### src/srw_params.svh
// constants for the sleep, reset and watchdog control block
`ifndef SRW_PARAMS_SVH
`define SRW_PARAMS_SVH

// ----------------------------------------------------------------
// register indices (byte address = index * 4)
// ----------------------------------------------------------------
`define SRW_IDX_WDC      6'h21
`define SRW_IDX_CAUSE    6'h34
`define SRW_IDX_PMC      6'h35
`define SRW_IDX_GATE     6'h36

// ----------------------------------------------------------------
// field positions and reset values
// ----------------------------------------------------------------
`define SRW_PMC_ARM      5
`define SRW_PMC_SEL_HI   4
`define SRW_PMC_SEL_LO   3
`define SRW_PMC_WMASK    8'h7B
`define SRW_PMC_RST      8'h00
`define SRW_WDC_IF       7
`define SRW_WDC_IE       6
`define SRW_WDC_P3       5
`define SRW_WDC_UNL      4
`define SRW_WDC_EN       3
`define SRW_CAUSE_POR    0
`define SRW_CAUSE_EXT    1
`define SRW_CAUSE_BOD    2
`define SRW_CAUSE_WD     3
`define SRW_BOD_OFF      3'h7

// ----------------------------------------------------------------
// timing
// ----------------------------------------------------------------
`define SRW_CLK_HZ       40000000
`define SRW_CLK_MHZ      40
`define SRW_WDT_OSC_HZ   128000
`define SRW_WDT_DIV      (`SRW_CLK_HZ / `SRW_WDT_OSC_HZ)
`define SRW_WDT_BASE_CYC 2048
`define SRW_WDT_MAX_SEL  9
`define SRW_UNLOCK_CYC   4
`define SRW_EXT_MIN_NS   2500
`define SRW_EXT_MIN_CYC  ((`SRW_EXT_MIN_NS * `SRW_CLK_MHZ + 999) / 1000)
`define SRW_BOD_MIN_NS   2000
`define SRW_BOD_MIN_CYC  ((`SRW_BOD_MIN_NS * `SRW_CLK_MHZ + 999) / 1000)
`define SRW_DLY_UNIT_CYC 4096

`endif

### src/srw_pkg.sv
// types for the sleep, reset and watchdog control block
`default_nettype none

package srw_pkg;

    // reset sequencer states, gray along hold-stretch-run
    typedef enum logic [1:0] {
        SRW_HOLD    = 2'b00,
        SRW_STRETCH = 2'b01,
        SRW_RUN     = 2'b11
    } srw_rst_state_t;

    // sleep modes
    typedef enum logic [1:0] {
        SRW_IDLE  = 2'b00,
        SRW_NOISE = 2'b01,
        SRW_PDOWN = 2'b10,
        SRW_STBY  = 2'b11
    } srw_sleep_mode_t;

endpackage : srw_pkg

`default_nettype wire

### src/srw_tick_div.sv
// divider making the watchdog oscillator enable pulse
`timescale 1ns/1ps
`default_nettype none

module srw_tick_div #(
    parameter int DIV = 312
) (
    // clock and reset
    input  wire logic clk_i,
    input  wire logic rst_i,
    // enable pulse
    output logic      tick_o
);
    import srw_pkg::*;

    typedef struct packed {
        logic [15:0] cnt;
        logic        tick;
    } srw_div_t;

    srw_div_t q, d;

    always_comb begin
        d = q;
        d.tick = 1'b0;
        if (q.cnt == 16'(DIV - 1)) begin
            d.cnt = 16'h0000;
            d.tick = 1'b1;
        end else begin
            d.cnt = q.cnt + 16'h0001;
        end
    end

    always_ff @(posedge clk_i) begin
        if (rst_i) begin
            q <= '0;
        end else begin
            q <= d;
        end
    end

    assign tick_o = q.tick;

endmodule : srw_tick_div

`default_nettype wire

### src/srw_top.sv
// sleep control, clock gating, reset merging and watchdog
//
// Register access over Wishbone was chosen for this implementation.
`timescale 1ns/1ps
`default_nettype none
`include "srw_params.svh"

// Functional notes
// - sleep instruction sleeps only while the sleep-arm bit is one
// - sleep-select field picks idle, noise reduction, power-down, standby
// - upper four gating bits read as zero
// - gating bit 3 freezes timer one, clearing resumes it
// - gating bit 2 freezes timer zero, clearing resumes it
// - gating bit 1 stops serial unit clock; software reinitialises it
// - gating bit 0 shuts converter; comparator loses converter mux
// - any reset returns control registers to initial values
// - port pins reset at once when power-on, pin or enabled brown-out asserts, clockless
// - delay counter stretches internal reset by fuse-chosen time
// - internal reset merges power-on, pin, watchdog, brown-out sources
// - long low pin pulse resets; release starts delay counter
// - power-on reset reasserts at once; release through delay counter
// - lasting brown-out asserts reset; release after delay counter
// - watchdog reset is a one-cycle pulse; delay starts at its end
// - bandgap on for brown-out fuse, comparator select or converter
// - watchdog counts its own 128 kHz oscillator ticks
// - kick, disable and chip reset clear the watchdog counter
// - expiry resets the device or raises an interrupt
// - ten selectable watchdog periods
// - lock fuse sets safety level one or two
// - unlock with enable starts a four-cycle change window
// - with reset enable set, expiry clears the interrupt enable
// - at level one the watchdog cause flag forces reset enable
// - time-out flag clears on vector taken or write of one
module srw_top #(
    parameter int DLY_UNIT = `SRW_DLY_UNIT_CYC,
    parameter int WDT_DIV  = `SRW_WDT_DIV
) (
    // clock and reset
    input  wire logic                    clk_i,
    input  wire logic                    rst_i,
    // wishbone slave
    input  wire logic                    wb_cyc_i,
    input  wire logic                    wb_stb_i,
    input  wire logic                    wb_we_i,
    input  wire logic [7:0]              wb_adr_i,
    input  wire logic [3:0]              wb_sel_i,
    input  wire logic [31:0]             wb_dat_i,
    output logic      [31:0]             wb_dat_o,
    output logic                         wb_ack_o,
    // reset source pins
    input  wire logic                    por_i,
    input  wire logic                    ext_rst_n_i,
    input  wire logic                    bod_low_i,
    // fuses
    input  wire logic                    watchdog_lock_fuse_i,
    input  wire logic [2:0]              brownout_level_fuse_i,
    input  wire logic [1:0]              startup_time_fuse_i,
    input  wire logic [3:0]              clock_select_fuse_i,
    // core events and levels
    input  wire logic                    sleep_instr_i,
    input  wire logic                    wake_i,
    input  wire logic                    watchdog_kick_instr_i,
    input  wire logic                    wd_vector_taken_i,
    input  wire logic                    comparator_bandgap_select_i,
    input  wire logic                    converter_en_i,
    // reset outputs
    output logic                         sys_rst_o,
    output logic                         port_rst_o,
    // sleep and clock gating
    output logic                         sleep_o,
    output srw_pkg::srw_sleep_mode_t     sleep_select_o,
    output logic                         gate_timer_one_o,
    output logic                         gate_timer_zero_o,
    output logic                         gate_serial_unit_o,
    output logic                         gate_converter_o,
    output logic                         cmp_mux_ok_o,
    // reference and watchdog
    output logic                         bandgap_en_o,
    output logic                         wd_irq_o
);
    import srw_pkg::*;

    // ----------------------------------------------------------------
    // state
    // ----------------------------------------------------------------
    typedef struct packed {
        logic            ack;
        logic [7:0]      rdat;
        logic            ext_m;
        logic            ext_s;
        logic            por_m;
        logic            por_s;
        logic            bod_m;
        logic            bod_s;
        logic [9:0]      fuse_m;
        logic [9:0]      fuse_s;
        logic [7:0]      ext_cnt;
        logic [7:0]      bod_cnt;
        srw_rst_state_t  rst_st;
        logic [23:0]     dly_cnt;
        logic            sys_rst;
        logic [7:0]      pmc;
        logic [3:0]      gate;
        logic            wd_timeout_flag;
        logic            wd_irq_enable;
        logic            wd_reset_enable;
        logic [3:0]      wdp;
        logic            unlock;
        logic [2:0]      unl_cnt;
        logic [19:0]     wd_cnt;
        logic            wd_pulse;
        logic [3:0]      cause;
        logic            sleeping;
        srw_sleep_mode_t smode;
        logic            irq;
        logic            bg_en;
        logic            cmp_ok;
    } srw_state_t;

    srw_state_t q, d;

    logic        tick;
    logic        port_rst_q;
    logic        port_rst_src;

    // ----------------------------------------------------------------
    // watchdog oscillator enable
    // ----------------------------------------------------------------
    srw_tick_div #(
        .DIV    (WDT_DIV)
    ) u_wdt_div (
        .clk_i  (clk_i),
        .rst_i  (rst_i),
        .tick_o (tick)
    );

    // ----------------------------------------------------------------
    // next state
    // ----------------------------------------------------------------
    always_comb begin
        logic        lock;
        logic        bod_en;
        logic        ext_hit;
        logic        bod_hit;
        logic        src;
        logic [2:0]  shift;
        logic [23:0] dly_len;
        logic        acc;
        logic        wr;
        logic [5:0]  idx;
        logic [7:0]  w;
        logic        wde_eff;
        logic        run;
        logic [3:0]  pc;
        logic [19:0] lim;

        d = q;

        // pin synchronisers
        d.ext_m  = ext_rst_n_i;
        d.ext_s  = q.ext_m;
        d.por_m  = por_i;
        d.por_s  = q.por_m;
        d.bod_m  = bod_low_i;
        d.bod_s  = q.bod_m;
        d.fuse_m = {watchdog_lock_fuse_i, brownout_level_fuse_i,
                    startup_time_fuse_i, clock_select_fuse_i};
        d.fuse_s = q.fuse_m;

        lock   = q.fuse_s[9];
        bod_en = (q.fuse_s[8:6] != `SRW_BOD_OFF);

        // pin and brown-out minimum duration filters
        ext_hit = (q.ext_cnt == 8'(`SRW_EXT_MIN_CYC));
        bod_hit = (q.bod_cnt == 8'(`SRW_BOD_MIN_CYC));
        if (!q.ext_s) begin
            if (!ext_hit) begin
                d.ext_cnt = q.ext_cnt + 8'h01;
            end
        end else begin
            d.ext_cnt = 8'h00;
        end
        if (bod_en && q.bod_s) begin
            if (!bod_hit) begin
                d.bod_cnt = q.bod_cnt + 8'h01;
            end
        end else begin
            d.bod_cnt = 8'h00;
        end

        // reset sequencer
        src     = q.por_s | ext_hit | bod_hit | q.wd_pulse;
        shift   = {1'b0, q.fuse_s[5:4]} + {2'b00, q.fuse_s[0]};
        dly_len = 24'(DLY_UNIT) << shift;
        case (q.rst_st)
            SRW_HOLD: begin
                if (!src) begin
                    d.rst_st  = SRW_STRETCH;
                    d.dly_cnt = 24'h000000;
                end
            end
            SRW_STRETCH: begin
                if (src) begin
                    d.rst_st = SRW_HOLD;
                end else if (q.dly_cnt == dly_len - 24'h000001) begin
                    d.rst_st = SRW_RUN;
                end else begin
                    d.dly_cnt = q.dly_cnt + 24'h000001;
                end
            end
            SRW_RUN: begin
                if (src) begin
                    d.rst_st = SRW_HOLD;
                end
            end
            default: begin
                d.rst_st = SRW_HOLD;
            end
        endcase
        d.sys_rst = (d.rst_st != SRW_RUN);

        // wishbone access
        acc   = wb_cyc_i & wb_stb_i & ~q.ack;
        d.ack = acc;
        wr    = acc & wb_we_i & wb_sel_i[0];
        idx   = wb_adr_i[7:2];
        w     = wb_dat_i[7:0];

        // power control and clock gating
        if (wr && idx == `SRW_IDX_PMC) begin
            d.pmc = w & `SRW_PMC_WMASK;
        end
        if (wr && idx == `SRW_IDX_GATE) begin
            d.gate = w[3:0];
        end

        // sleep entry and wake
        if (sleep_instr_i && q.pmc[`SRW_PMC_ARM]) begin
            d.sleeping = 1'b1;
            d.smode = srw_sleep_mode_t'(q.pmc[`SRW_PMC_SEL_HI:`SRW_PMC_SEL_LO]);
        end
        if (wake_i) begin
            d.sleeping = 1'b0;
        end

        // watchdog control
        wde_eff = q.wd_reset_enable | lock | q.cause[`SRW_CAUSE_WD];
        if (q.unlock) begin
            if (q.unl_cnt == 3'(`SRW_UNLOCK_CYC - 1)) begin
                d.unlock = 1'b0;
            end else begin
                d.unl_cnt = q.unl_cnt + 3'h1;
            end
        end
        if (wd_vector_taken_i) begin
            d.wd_timeout_flag = 1'b0;
        end
        if (wr && idx == `SRW_IDX_WDC) begin
            d.wd_irq_enable = w[`SRW_WDC_IE];
            d.irq  = 1'b0;
            if (w[`SRW_WDC_IF]) begin
                d.wd_timeout_flag = 1'b0;
            end
            if (!lock) begin
                if (w[`SRW_WDC_EN]) begin
                    d.wd_reset_enable = 1'b1;
                end else if (q.unlock) begin
                    d.wd_reset_enable = 1'b0;
                end
                d.wdp = {w[`SRW_WDC_P3], w[2:0]};
            end else if (q.unlock) begin
                d.wdp = {w[`SRW_WDC_P3], w[2:0]};
            end
            if (w[`SRW_WDC_UNL] && w[`SRW_WDC_EN]) begin
                d.unlock  = 1'b1;
                d.unl_cnt = 3'h0;
            end else begin
                d.unlock = 1'b0;
            end
        end

        // watchdog counter
        pc = (q.wdp > 4'(`SRW_WDT_MAX_SEL)) ? 4'(`SRW_WDT_MAX_SEL) : q.wdp;
        lim = (20'(`SRW_WDT_BASE_CYC) << pc) - 20'h00001;
        run = wde_eff | q.wd_irq_enable;
        d.wd_pulse = 1'b0;
        if (!run || watchdog_kick_instr_i) begin
            d.wd_cnt = 20'h00000;
        end else if (tick) begin
            if (q.wd_cnt == lim) begin
                d.wd_cnt = 20'h00000;
                if (q.wd_irq_enable) begin
                    d.wd_timeout_flag = 1'b1;
                    d.irq  = 1'b1;
                    if (wde_eff) begin
                        d.wd_irq_enable = 1'b0;
                    end
                end else begin
                    d.wd_pulse = 1'b1;
                end
            end else begin
                d.wd_cnt = q.wd_cnt + 20'h00001;
            end
        end

        // reset cause flags, set wins over clear
        if (wr && idx == `SRW_IDX_CAUSE) begin
            d.cause = q.cause & w[3:0];
        end
        if (ext_hit) begin
            d.cause[`SRW_CAUSE_EXT] = 1'b1;
        end
        if (bod_hit) begin
            d.cause[`SRW_CAUSE_BOD] = 1'b1;
        end
        if (q.wd_pulse) begin
            d.cause[`SRW_CAUSE_WD] = 1'b1;
        end
        if (q.por_s) begin
            d.cause = 4'h1;
        end

        // chip reset restores control state
        if (q.sys_rst) begin
            d.pmc      = `SRW_PMC_RST;
            d.gate     = 4'h0;
            d.wd_timeout_flag     = 1'b0;
            d.wd_irq_enable     = 1'b0;
            d.wd_reset_enable      = 1'b0;
            d.wdp      = 4'h0;
            d.unlock   = 1'b0;
            d.unl_cnt  = 3'h0;
            d.wd_cnt   = 20'h00000;
            d.sleeping = 1'b0;
        end

        // read data
        case (idx)
            `SRW_IDX_PMC:   d.rdat = q.pmc;
            `SRW_IDX_GATE:  d.rdat = {4'h0, q.gate};
            `SRW_IDX_WDC:   d.rdat = {q.wd_timeout_flag, q.wd_irq_enable, q.wdp[3], q.unlock,
                                      wde_eff, q.wdp[2:0]};
            `SRW_IDX_CAUSE: d.rdat = {4'h0, q.cause};
            default:        d.rdat = 8'h00;
        endcase

        // registered outputs
        d.irq    = d.wd_timeout_flag & (d.wd_irq_enable | d.irq);
        d.bg_en  = bod_en | comparator_bandgap_select_i | converter_en_i;
        d.cmp_ok = ~d.gate[0];
    end

    always_ff @(posedge clk_i) begin
        if (rst_i) begin
            q         <= '0;
            q.ext_m   <= 1'b1;
            q.ext_s   <= 1'b1;
            q.sys_rst <= 1'b1;
            q.cmp_ok  <= 1'b1;
        end else begin
            q <= d;
        end
    end

    // ----------------------------------------------------------------
    // clockless port reset
    // ----------------------------------------------------------------
    assign port_rst_src = por_i | ~ext_rst_n_i
                        | (bod_low_i & (brownout_level_fuse_i != `SRW_BOD_OFF));

    always_ff @(posedge clk_i or posedge port_rst_src) begin
        if (port_rst_src) begin
            port_rst_q <= 1'b1;
        end else if (rst_i) begin
            port_rst_q <= 1'b1;
        end else begin
            port_rst_q <= q.sys_rst;
        end
    end

    // ----------------------------------------------------------------
    // outputs
    // ----------------------------------------------------------------
    assign wb_dat_o           = {24'h000000, q.rdat};
    assign wb_ack_o           = q.ack;
    assign sys_rst_o          = q.sys_rst;
    assign port_rst_o         = port_rst_q;
    assign sleep_o            = q.sleeping;
    assign sleep_select_o     = q.smode;
    assign gate_timer_one_o   = q.gate[3];
    assign gate_timer_zero_o  = q.gate[2];
    assign gate_serial_unit_o = q.gate[1];
    assign gate_converter_o   = q.gate[0];
    assign cmp_mux_ok_o       = q.cmp_ok;
    assign bandgap_en_o       = q.bg_en;
    assign wd_irq_o           = q.irq;

endmodule : srw_top

`default_nettype wire

### config.mk
export PLATFORM = sky130hd
export DESIGN_NAME = srw_top
export DESIGN_NICKNAME = d
export VERILOG_FILES = /design/src/srw_pkg.sv /design/src/srw_tick_div.sv /design/src/srw_top.sv
export VERILOG_INCLUDE_DIRS = /design/src
export SDC_FILE = /design/constraint.sdc
export NUM_CORES = 1
export LEC_CHECK = 0
export BUFFER_PORTS_ARGS = -buffer_cell sky130_fd_sc_hd__buf_2
export CAP_MARGIN = 20
export CORE_ASPECT_RATIO = 1.1
export CORE_MARGIN = 5
export CORE_UTILIZATION = 51
export CTS_BUF_LIST = sky130_fd_sc_hd__clkbuf_4 sky130_fd_sc_hd__clkbuf_8 sky130_fd_sc_hd__clkbuf_16
export CTS_CLUSTER_SIZE = 30
export DETAILED_ROUTE_END_ITERATION = 8
export PLACE_DENSITY = 0.86
export SKIP_LAST_GASP = 1
export SYNTH_ARGS = -nofsm -noshare
export SYNTH_HDL_FRONTEND = slang
export SYNTH_SLANG_ARGS = --single-unit
### constraint.sdc
create_clock -name clk_i -period 2.8 [get_ports clk_i]
set_input_delay 0.28 -clock clk_i [delete_from_list [all_inputs] [get_ports clk_i]]
set_output_delay 0.28 -clock clk_i [all_outputs]
set_load 0.05 [all_outputs]
==> impl_metrics.csv, run 1 <==
group,metric,value,unit
die,io_pins,113,
clock_network,path_clk_slew,0.06,ns
finish,num_antenna_cells,0,
grt,track_usage,0.197,
power_and_ir_drop,p_leak,2.93,nW
setup_path,path_buf_inv,1,
sta,maxSlewHeadroom,0.295,
synth,library_cell_with_the_largest_summed_area_after_synthesis,"dfxtp_1",
sta,final_period_minus_worst_setup_slack,2.86,ns
setup_path,startpoint_type,"flop",
synth,synth.area.top_cells,"dfxtp_1 42%, nor2_1 4.9%, xnor2_1 4.0%, buf_4 4.0%, xor2_1 3.6%",
die,core,13000,µm²
setup_path,path_common_cell,"ha_4",
synth,synth_compound_area_frac,0.0983,
synth,yosysWarningCount,0,
status,status,"complete, but fails checks",
die,design.die.area,15600,µm²
synth,synthCells,777,
setup_path,crit_arrival,3.16,ns
grt,grt_pass1_wl,25300,µm
sta,timing_max_transition_violations_final,0,
synth,ys_types,66,
detailed_routing,drtIter0Drc,368,
detailed_routing,wire_per_inst,15.3,µm
grt,global_route.peak_usage_layer,"met2",
synth,synth_area,6720,µm²
detailed_routing,vias_per_cell,5.67,
sta,rsz_0062_raised_after_global_routing,"true",
clock_network,clk_latency,0.41,ns
die,initial_standard_cell_utilization_of_the_core,0.515,
grt,met2_usage,0.361,
setup_path,cp-end-kind,"flop",
detailed_routing,drc_errors,0,
sta,worst_pin_slew,1.05,ns
synth,combinational_family_with_the_most_area_after_synthesis,"simple AND/OR/NAND/NOR gates",
synth,synth-edff-count,0,
placement,place_area,7120,µm²
sta,peak_freq,350,MHz
die,die_h,130,µm
setup_path,slowest_delay,0.48,ns
placement,routabilityCongestion,0.817,
grt,grt_max_degree,31,
synth,yosys_most_used_dff,"dfxtp_1",
placement,place_inst,971,
placement,io_buffers,56,
sta,hold-worst-slack,0.0384,ns
run,max-cap-violations,0,
detailed_routing,routed_via_count,5701,
finish,area_taken_by_multi_input_logic_gates,3550,µm²
sta,finalSetupViolations,6,
hold_path,class_of_the_most_critical_hold_timing_path,"in -> reg",
synth,post_synth_mux_area_share,0.0303,
synth,synth-seq-area-share,0.424,
detailed_routing,drt_pre_antenna_iters,5,
setup_path,cpLargestDelayFamily,"simple AND/OR/NAND/NOR gates",
grt,groute.layer.met3.usage,0.0448,
sta,final.setup_skew,0.00999,ns
setup_path,crit_path_cell_trace,"ha_4 -> ha_4 -> or3_4 -> ha_4 -> or4b_4 -> o21ai_2 -> a31oi_2 -> and4b_1 -> buf_12 -> nor4_1 -> o21a_1",
clock_network,cts.path.max_buffers,2,
clock_network,cts_tree,"done",
finish,area_growth_syn_to_layout,15.9,%
finish,filler_cell_count,981,
setup_path,setup.worst_path.class,"reg -> reg",
die,fp-row-count,44,
finish,ff_latch_area,2850,µm²
synth,asyncSetResetFlopFracSynth,0.00704,
finish,finish.net_count,913,
sta,finalCritPeriodShare,1.02,
synth,synthXorXnorAreaFrac,0.0769,
detailed_routing,ant_nets,0,
setup_path,worstPathMaxFanout,30,
setup_path,critical-path-slowest-cell,"or4b_4",
clock_network,htree_levels,4,
grt,grt_use_met1,0.223,
clock_network,ctsRootBufferMaster,"clkbuf_16",
synth,portion_of_synthesized_cell_area_occupied_by_the_leading_cell_type,0.420,
finish,cell_area_after_layout,7790,µm²
synth,ys_seq_elements,142,
grt,grt_pass1_vias,5447,
finish,layout-drive-gt1-share,0.163,
die,width_of_the_chip,119,µm
detailed_routing,detail_route.wirelength,15400,µm
synth,synthAdderAreaFrac,0.0223,
synth,synth.cells.most_frequent,"141 x dfxtp_1, 88 x nor2_1, 42 x nand3_1",
clock_network,cts.sinks,142,
synth,avgSynthCellArea,8.65,µm²
power_and_ir_drop,power_per_cell_area,592,nW/µm²
status,violations,"setup timing",
finish,final_cells,1006,
power_and_ir_drop,irDropWorstVdd,0.454,mV
grt,grt_remaining_overflow,0,
sta,hold_viol_final,0,
synth,synth.most_common_cell,"dfxtp_1",
synth,synthSimpleGateAreaFrac,0.274,
grt,initial_antenna_violation_count,0,
clock_network,cts_inserted_buffers,17,
sta,fin_ws,-0.0587,ns
power_and_ir_drop,fin_total_pwr,0.00461,W
placement,detailedPlacementHpwl,10300,µm
setup_path,timing.critical_path.required,3.10,ns
==> cells in the final DEF, fill, tap and decap left out, drive strengths merged, types with 4 or more instances in the layout <==
cell type / Yosys / layout
dfxtp: 141 / 141
nor2: 88 / 88
buf: 43 / 81
nand3: 42 / 42
nand2: 39 / 39
a21oi: 39 / 39
o21ai: 34 / 34
xnor2: 31 / 31
xor2: 28 / 28
nor3: 27 / 27
nand4: 25 / 25
conb: 1 / 24
inv: 22 / 22
nor2b: 22 / 22
or3: 22 / 22
clkbuf: 27 / 21
mux2i: 17 / 17
nor4: 15 / 15
and3: 12 / 12
ha: 12 / 12
nand2b: 9 / 9
and4: 5 / 5
o21a: 5 / 5
and2: 5 / 5
o211ai: 5 / 5
or4: 5 / 5
clkinv: 0 / 5
nand3b: 4 / 4
nor3b: 4 / 4
a32oi: 4 / 4
==> cell families after synthesis <==
kind of cell	after synthesis
simple gates	341
flops	142
compound gates	110
buf+inv	92
xor+xnor	59
mux	20
fa+ha+maj	12
other cells	1
==> flip-flops by register name, summed over array words and instances, names as in the netlist, 2 cells and up <==
signal,flops
d,10
q,94
sleep_select_o,2
u_wdt_div.q,16
wb_dat_o,8
==> layout make-up <==
type                    instances  area share
clock buffers                  21      0.0608
clock inverters                10      0.0177
inverters                      22      0.0106
multi-input cells             567       0.455
flip-flops and latches        142       0.366
well taps                     161      0.0258
repair buffers                 83      0.0642
==> stage by stage <==
step	worst slack, ns	setup TNS, ns	utilization
after global routing	-0.162	-2.08	0.597
final	-0.0587	-0.141	0.597
after detailed placement	-0.0284	-0.0991	0.545
after CTS	-0.0648	-0.254	0.594
after floorplan	-0.0257	-0.199	-
after global placement	0.0345	0	0.545
==> metal layers <==
metal	wire length [µm]	vias up	part of all wire
met3	787	40	0.051
met4	420	0	0.027
met5	0	-	0
li1	-	2785	-
met1	6150	2684	0.40
met2	8040	192	0.52
==> where the power goes <==
part           switching (W)  internal (W)  leakage (nW)
combinational       0.000174     0.0000787          1.48
sequential         0.0000145       0.00204          1.15
clock               0.000829       0.00147         0.298
total                0.00102       0.00360          2.93
==> path summary, 6_finish.rpt <==
kind / start / to / slack (ns) / cells after the start
setup / recovery: q[101]$_SDFF_PP0_ / q[61]$_SDFFE_PP0P_ / -0.06 / 11
hold / removal: wake_i / sleep_o$_SDFFE_PP0P_ / 0.04 / 2
setup reg to reg: q[101]$_SDFF_PP0_ / q[61]$_SDFFE_PP0P_ / -0.06 / 11
hold reg to reg: d[121]$_SDFF_PP1_ / q[121]$_SDFF_PP1_ / 0.42 / 1
max in group asynchronous: bod_low_i / port_rst_o$_DFF_PP1_ / 1.68 / 4
min in group asynchronous: ext_rst_n_i / port_rst_o$_DFF_PP1_ / 0.53 / 4
==> worst reg2reg max path, stage by stage (launching register included) <==
cell	delay, ns
dfxtp_2	0.33
ha_4	0.16
ha_4	0.24
or3_4	0.37
ha_4	0.19
or4b_4	0.48
o21ai_2	0.15
a31oi_2	0.07
and4b_1	0.32
buf_12	0.17
nor4_1	0.08
o21a_1	0.17
==> timing repair <==
action                     CTS  global route
gates cloned                 0             1
pin swaps                    0             2
resized for setup            2             7
setup buffers                0             1
hold buffers                 2             0
setup endpoints to repair   18            34
hold endpoints to repair     1             0
No activity file was read; power rests on OpenSTA's default activity.
==> run 2, diff against run 1 <==
--- a/config.mk
+++ b/config.mk
@@ -15,6 +15,7 @@
 export CTS_CLUSTER_SIZE = 30
 export DETAILED_ROUTE_END_ITERATION = 8
 export PLACE_DENSITY = 0.86
+export REMOVE_ABC_BUFFERS = 1
 export SKIP_LAST_GASP = 1
 export SYNTH_ARGS = -nofsm -noshare
 export SYNTH_HDL_FRONTEND = slang
==> run 2 against run 1 <==
Against the previous run:
- cell count rose by 0.70%
- sequential cell count did not move
- critical path type unchanged
- clock-buffer cell count did not move
- global-route usage rose by 0.19 points
- design area rose by 1.5%
- register-to-register slack improved by 0.03 ns
- sequential power barely moved
- largest power group unchanged
- die area did not move
- the run still ends with setup timing left
==> impl_metrics.csv, run 2 (same netlist as run 1, synthesis figures left out) <==
group,metric,value,unit
setup_path,path_common_cell,"ha_4",
clock_network,cts.sinks,142,
die,initial_standard_cell_utilization_of_the_core,0.515,
detailed_routing,vias_per_cell,5.59,
clock_network,cts_inserted_buffers,17,
die,fp-row-count,44,
detailed_routing,drc_errors,0,
setup_path,timing.critical_path.required,3.14,ns
sta,fin_ws,-0.0296,ns
finish,finish.net_count,920,
power_and_ir_drop,irDropWorstVdd,0.533,mV
detailed_routing,ant_nets,0,
die,core,13000,µm²
sta,timing_max_transition_violations_final,0,
detailed_routing,wire_per_inst,15.3,µm
sta,worst_pin_slew,0.691,ns
clock_network,cts.path.max_buffers,2,
grt,initial_antenna_violation_count,0,
power_and_ir_drop,power_per_cell_area,584,nW/µm²
finish,layout-drive-gt1-share,0.184,
setup_path,slowest_delay,0.48,ns
clock_network,ctsRootBufferMaster,"clkbuf_16",
sta,hold_viol_final,0,
hold_path,min_delay_path_depth,2,
clock_network,clk_latency,0.41,ns
finish,num_antenna_cells,0,
grt,grt_remaining_overflow,0,
grt,grt_max_degree,24,
clock_network,cts_tree,"done",
sta,final.setup_skew,0.00658,ns
finish,filler_cell_count,1030,
detailed_routing,drt_pre_antenna_iters,7,
status,violations,"setup timing",
setup_path,cp-end-kind,"flop",
die,width_of_the_chip,119,µm
finish,layout_common_cells,"140 x dfxtp_1, 87 x nor2_1, 56 x buf_2",
finish,area_growth_syn_to_layout,17.7,%
finish,largest_register_ffs,94,
setup_path,setup.worst_path.class,"reg -> reg",
status,status,"complete, but fails checks",
sta,rsz_0062_raised_after_global_routing,"true",
placement,io_buffers,56,
setup_path,critical-path-slowest-cell,"or4b_4",
die,design.die.area,15600,µm²
sta,peak_freq,353,MHz
setup_path,crit_path_cell_trace,"ha_4 -> ha_4 -> or3_4 -> ha_4 -> or4b_4 -> o21ai_2 -> a31oi_2 -> and4b_2 -> buf_6 -> o21ai_0 -> a21oi_2",
run,max-cap-violations,0,
grt,grt_pass1_wl,25400,µm
grt,grt_pass1_vias,5588,
sta,finalCritPeriodShare,1.01,
setup_path,startpoint_type,"flop",
power_and_ir_drop,fin_total_pwr,0.00462,W
sta,final_period_minus_worst_setup_slack,2.83,ns
clock_network,htree_levels,4,
setup_path,worstPathMaxFanout,8,
finish,layout.cells.most_common,"dfxtp_1",
finish,cell_area_after_layout,7910,µm²
sta,finalSetupViolations,2,
power_and_ir_drop,p_leak,2.96,nW
grt,track_usage,0.199,
clock_network,path_clk_slew,0.06,ns
detailed_routing,routed_via_count,5665,
setup_path,reg2reg_depth,11,
sta,tns,-0.0383,ns
die,die_h,130,µm
placement,place_area,7110,µm²
finish,registers.top_by_ff_count,"q",
hold_path,class_of_the_most_critical_hold_timing_path,"in -> reg",
placement,routabilityCongestion,0.856,
setup_path,crit_arrival,3.17,ns
detailed_routing,drtIter0Drc,384,
detailed_routing,detail_route.wirelength,15500,µm
sta,maxSlewHeadroom,0.539,
placement,detailedPlacementHpwl,10500,µm
die,io_pins,113,
==> run 2: final cells by class <==
type	count	area (µm²)	area share
Multi-Input combinational cell	566	3590	0.454
Sequential cell	142	2850	0.360
Timing Repair Buffer	91	574	0.0726
Clock buffer	21	474	0.0599
Tap cell	161	201	0.0255
Clock inverter	10	138	0.0174
Inverter	22	82.6	0.0104
==> run 2: worst paths after layout <==
path,start,to,slack [ns]
max,q[97]$_SDFF_PP0_,q[59]$_SDFFE_PP0P_,-0.03
min reg2reg,d[121]$_SDFF_PP1_,q[121]$_SDFF_PP1_,0.43
max in group asynchronous,bod_low_i,port_rst_o$_DFF_PP1_,1.72
min,wake_i,sleep_o$_SDFFE_PP0P_,0.04
min in group asynchronous,ext_rst_n_i,port_rst_o$_DFF_PP1_,0.53
max reg2reg,q[97]$_SDFF_PP0_,q[59]$_SDFFE_PP0P_,-0.03
==> run 2: worst max-delay path, delay by kind of cell (launching register included) <==
kind                       cells  cell delay [ns]
buffers and inverters          1             0.15
DFF                            1             0.32
adders and majority gates      3             0.57
and+or+nand+nor                3             1.23
AOI/OAI and AO/OA              4             0.49
==> run 2: per-layer routing <==
metal / track usage / up-vias / part of all wire
met3: 0.0478 / 36 / 0.064
met4: 0.0849 / 0 / 0.022
met2: 0.350 / 189 / 0.50
met1: 0.234 / 2652 / 0.42
met5: 0 / - / 0
li1: - / 2788 / -
==> run 2: timing repair <==
| item | in CTS | in global routing |
|---|---|---|
| hold endpoints to repair | 1 | 0 |
| setup endpoints to repair | 23 | 36 |
| pin swaps | 34 | 24 |
| cloned | 1 | 0 |
| hold buffers | 2 | 0 |
| resized for setup | 28 | 18 |
| setup buffers | 0 | 1 |
==> run 2: report_power, final <==
group	switching, W	leakage (nW)	total (W)	internal (W)
combinational	0.000179	1.52	0.000267	0.0000878
sequential	0.0000136	1.15	0.00206	0.00204
clock	0.000826	0.287	0.00230	0.00147
==> run 2: per-stage QoR <==
stage	utilization	cells	hold WS [ns]	worst slack [ns]
after global routing	0.606	1013	0.0203	-0.140
after CTS	0.601	1012	0.0237	-0.0686
after global placement	0.545	978	0.378	-0.137
after detailed placement	0.545	978	0.381	-0.215
after floorplan	-	730	0.250	-0.478
final	0.606	1013	0.0356	-0.0296
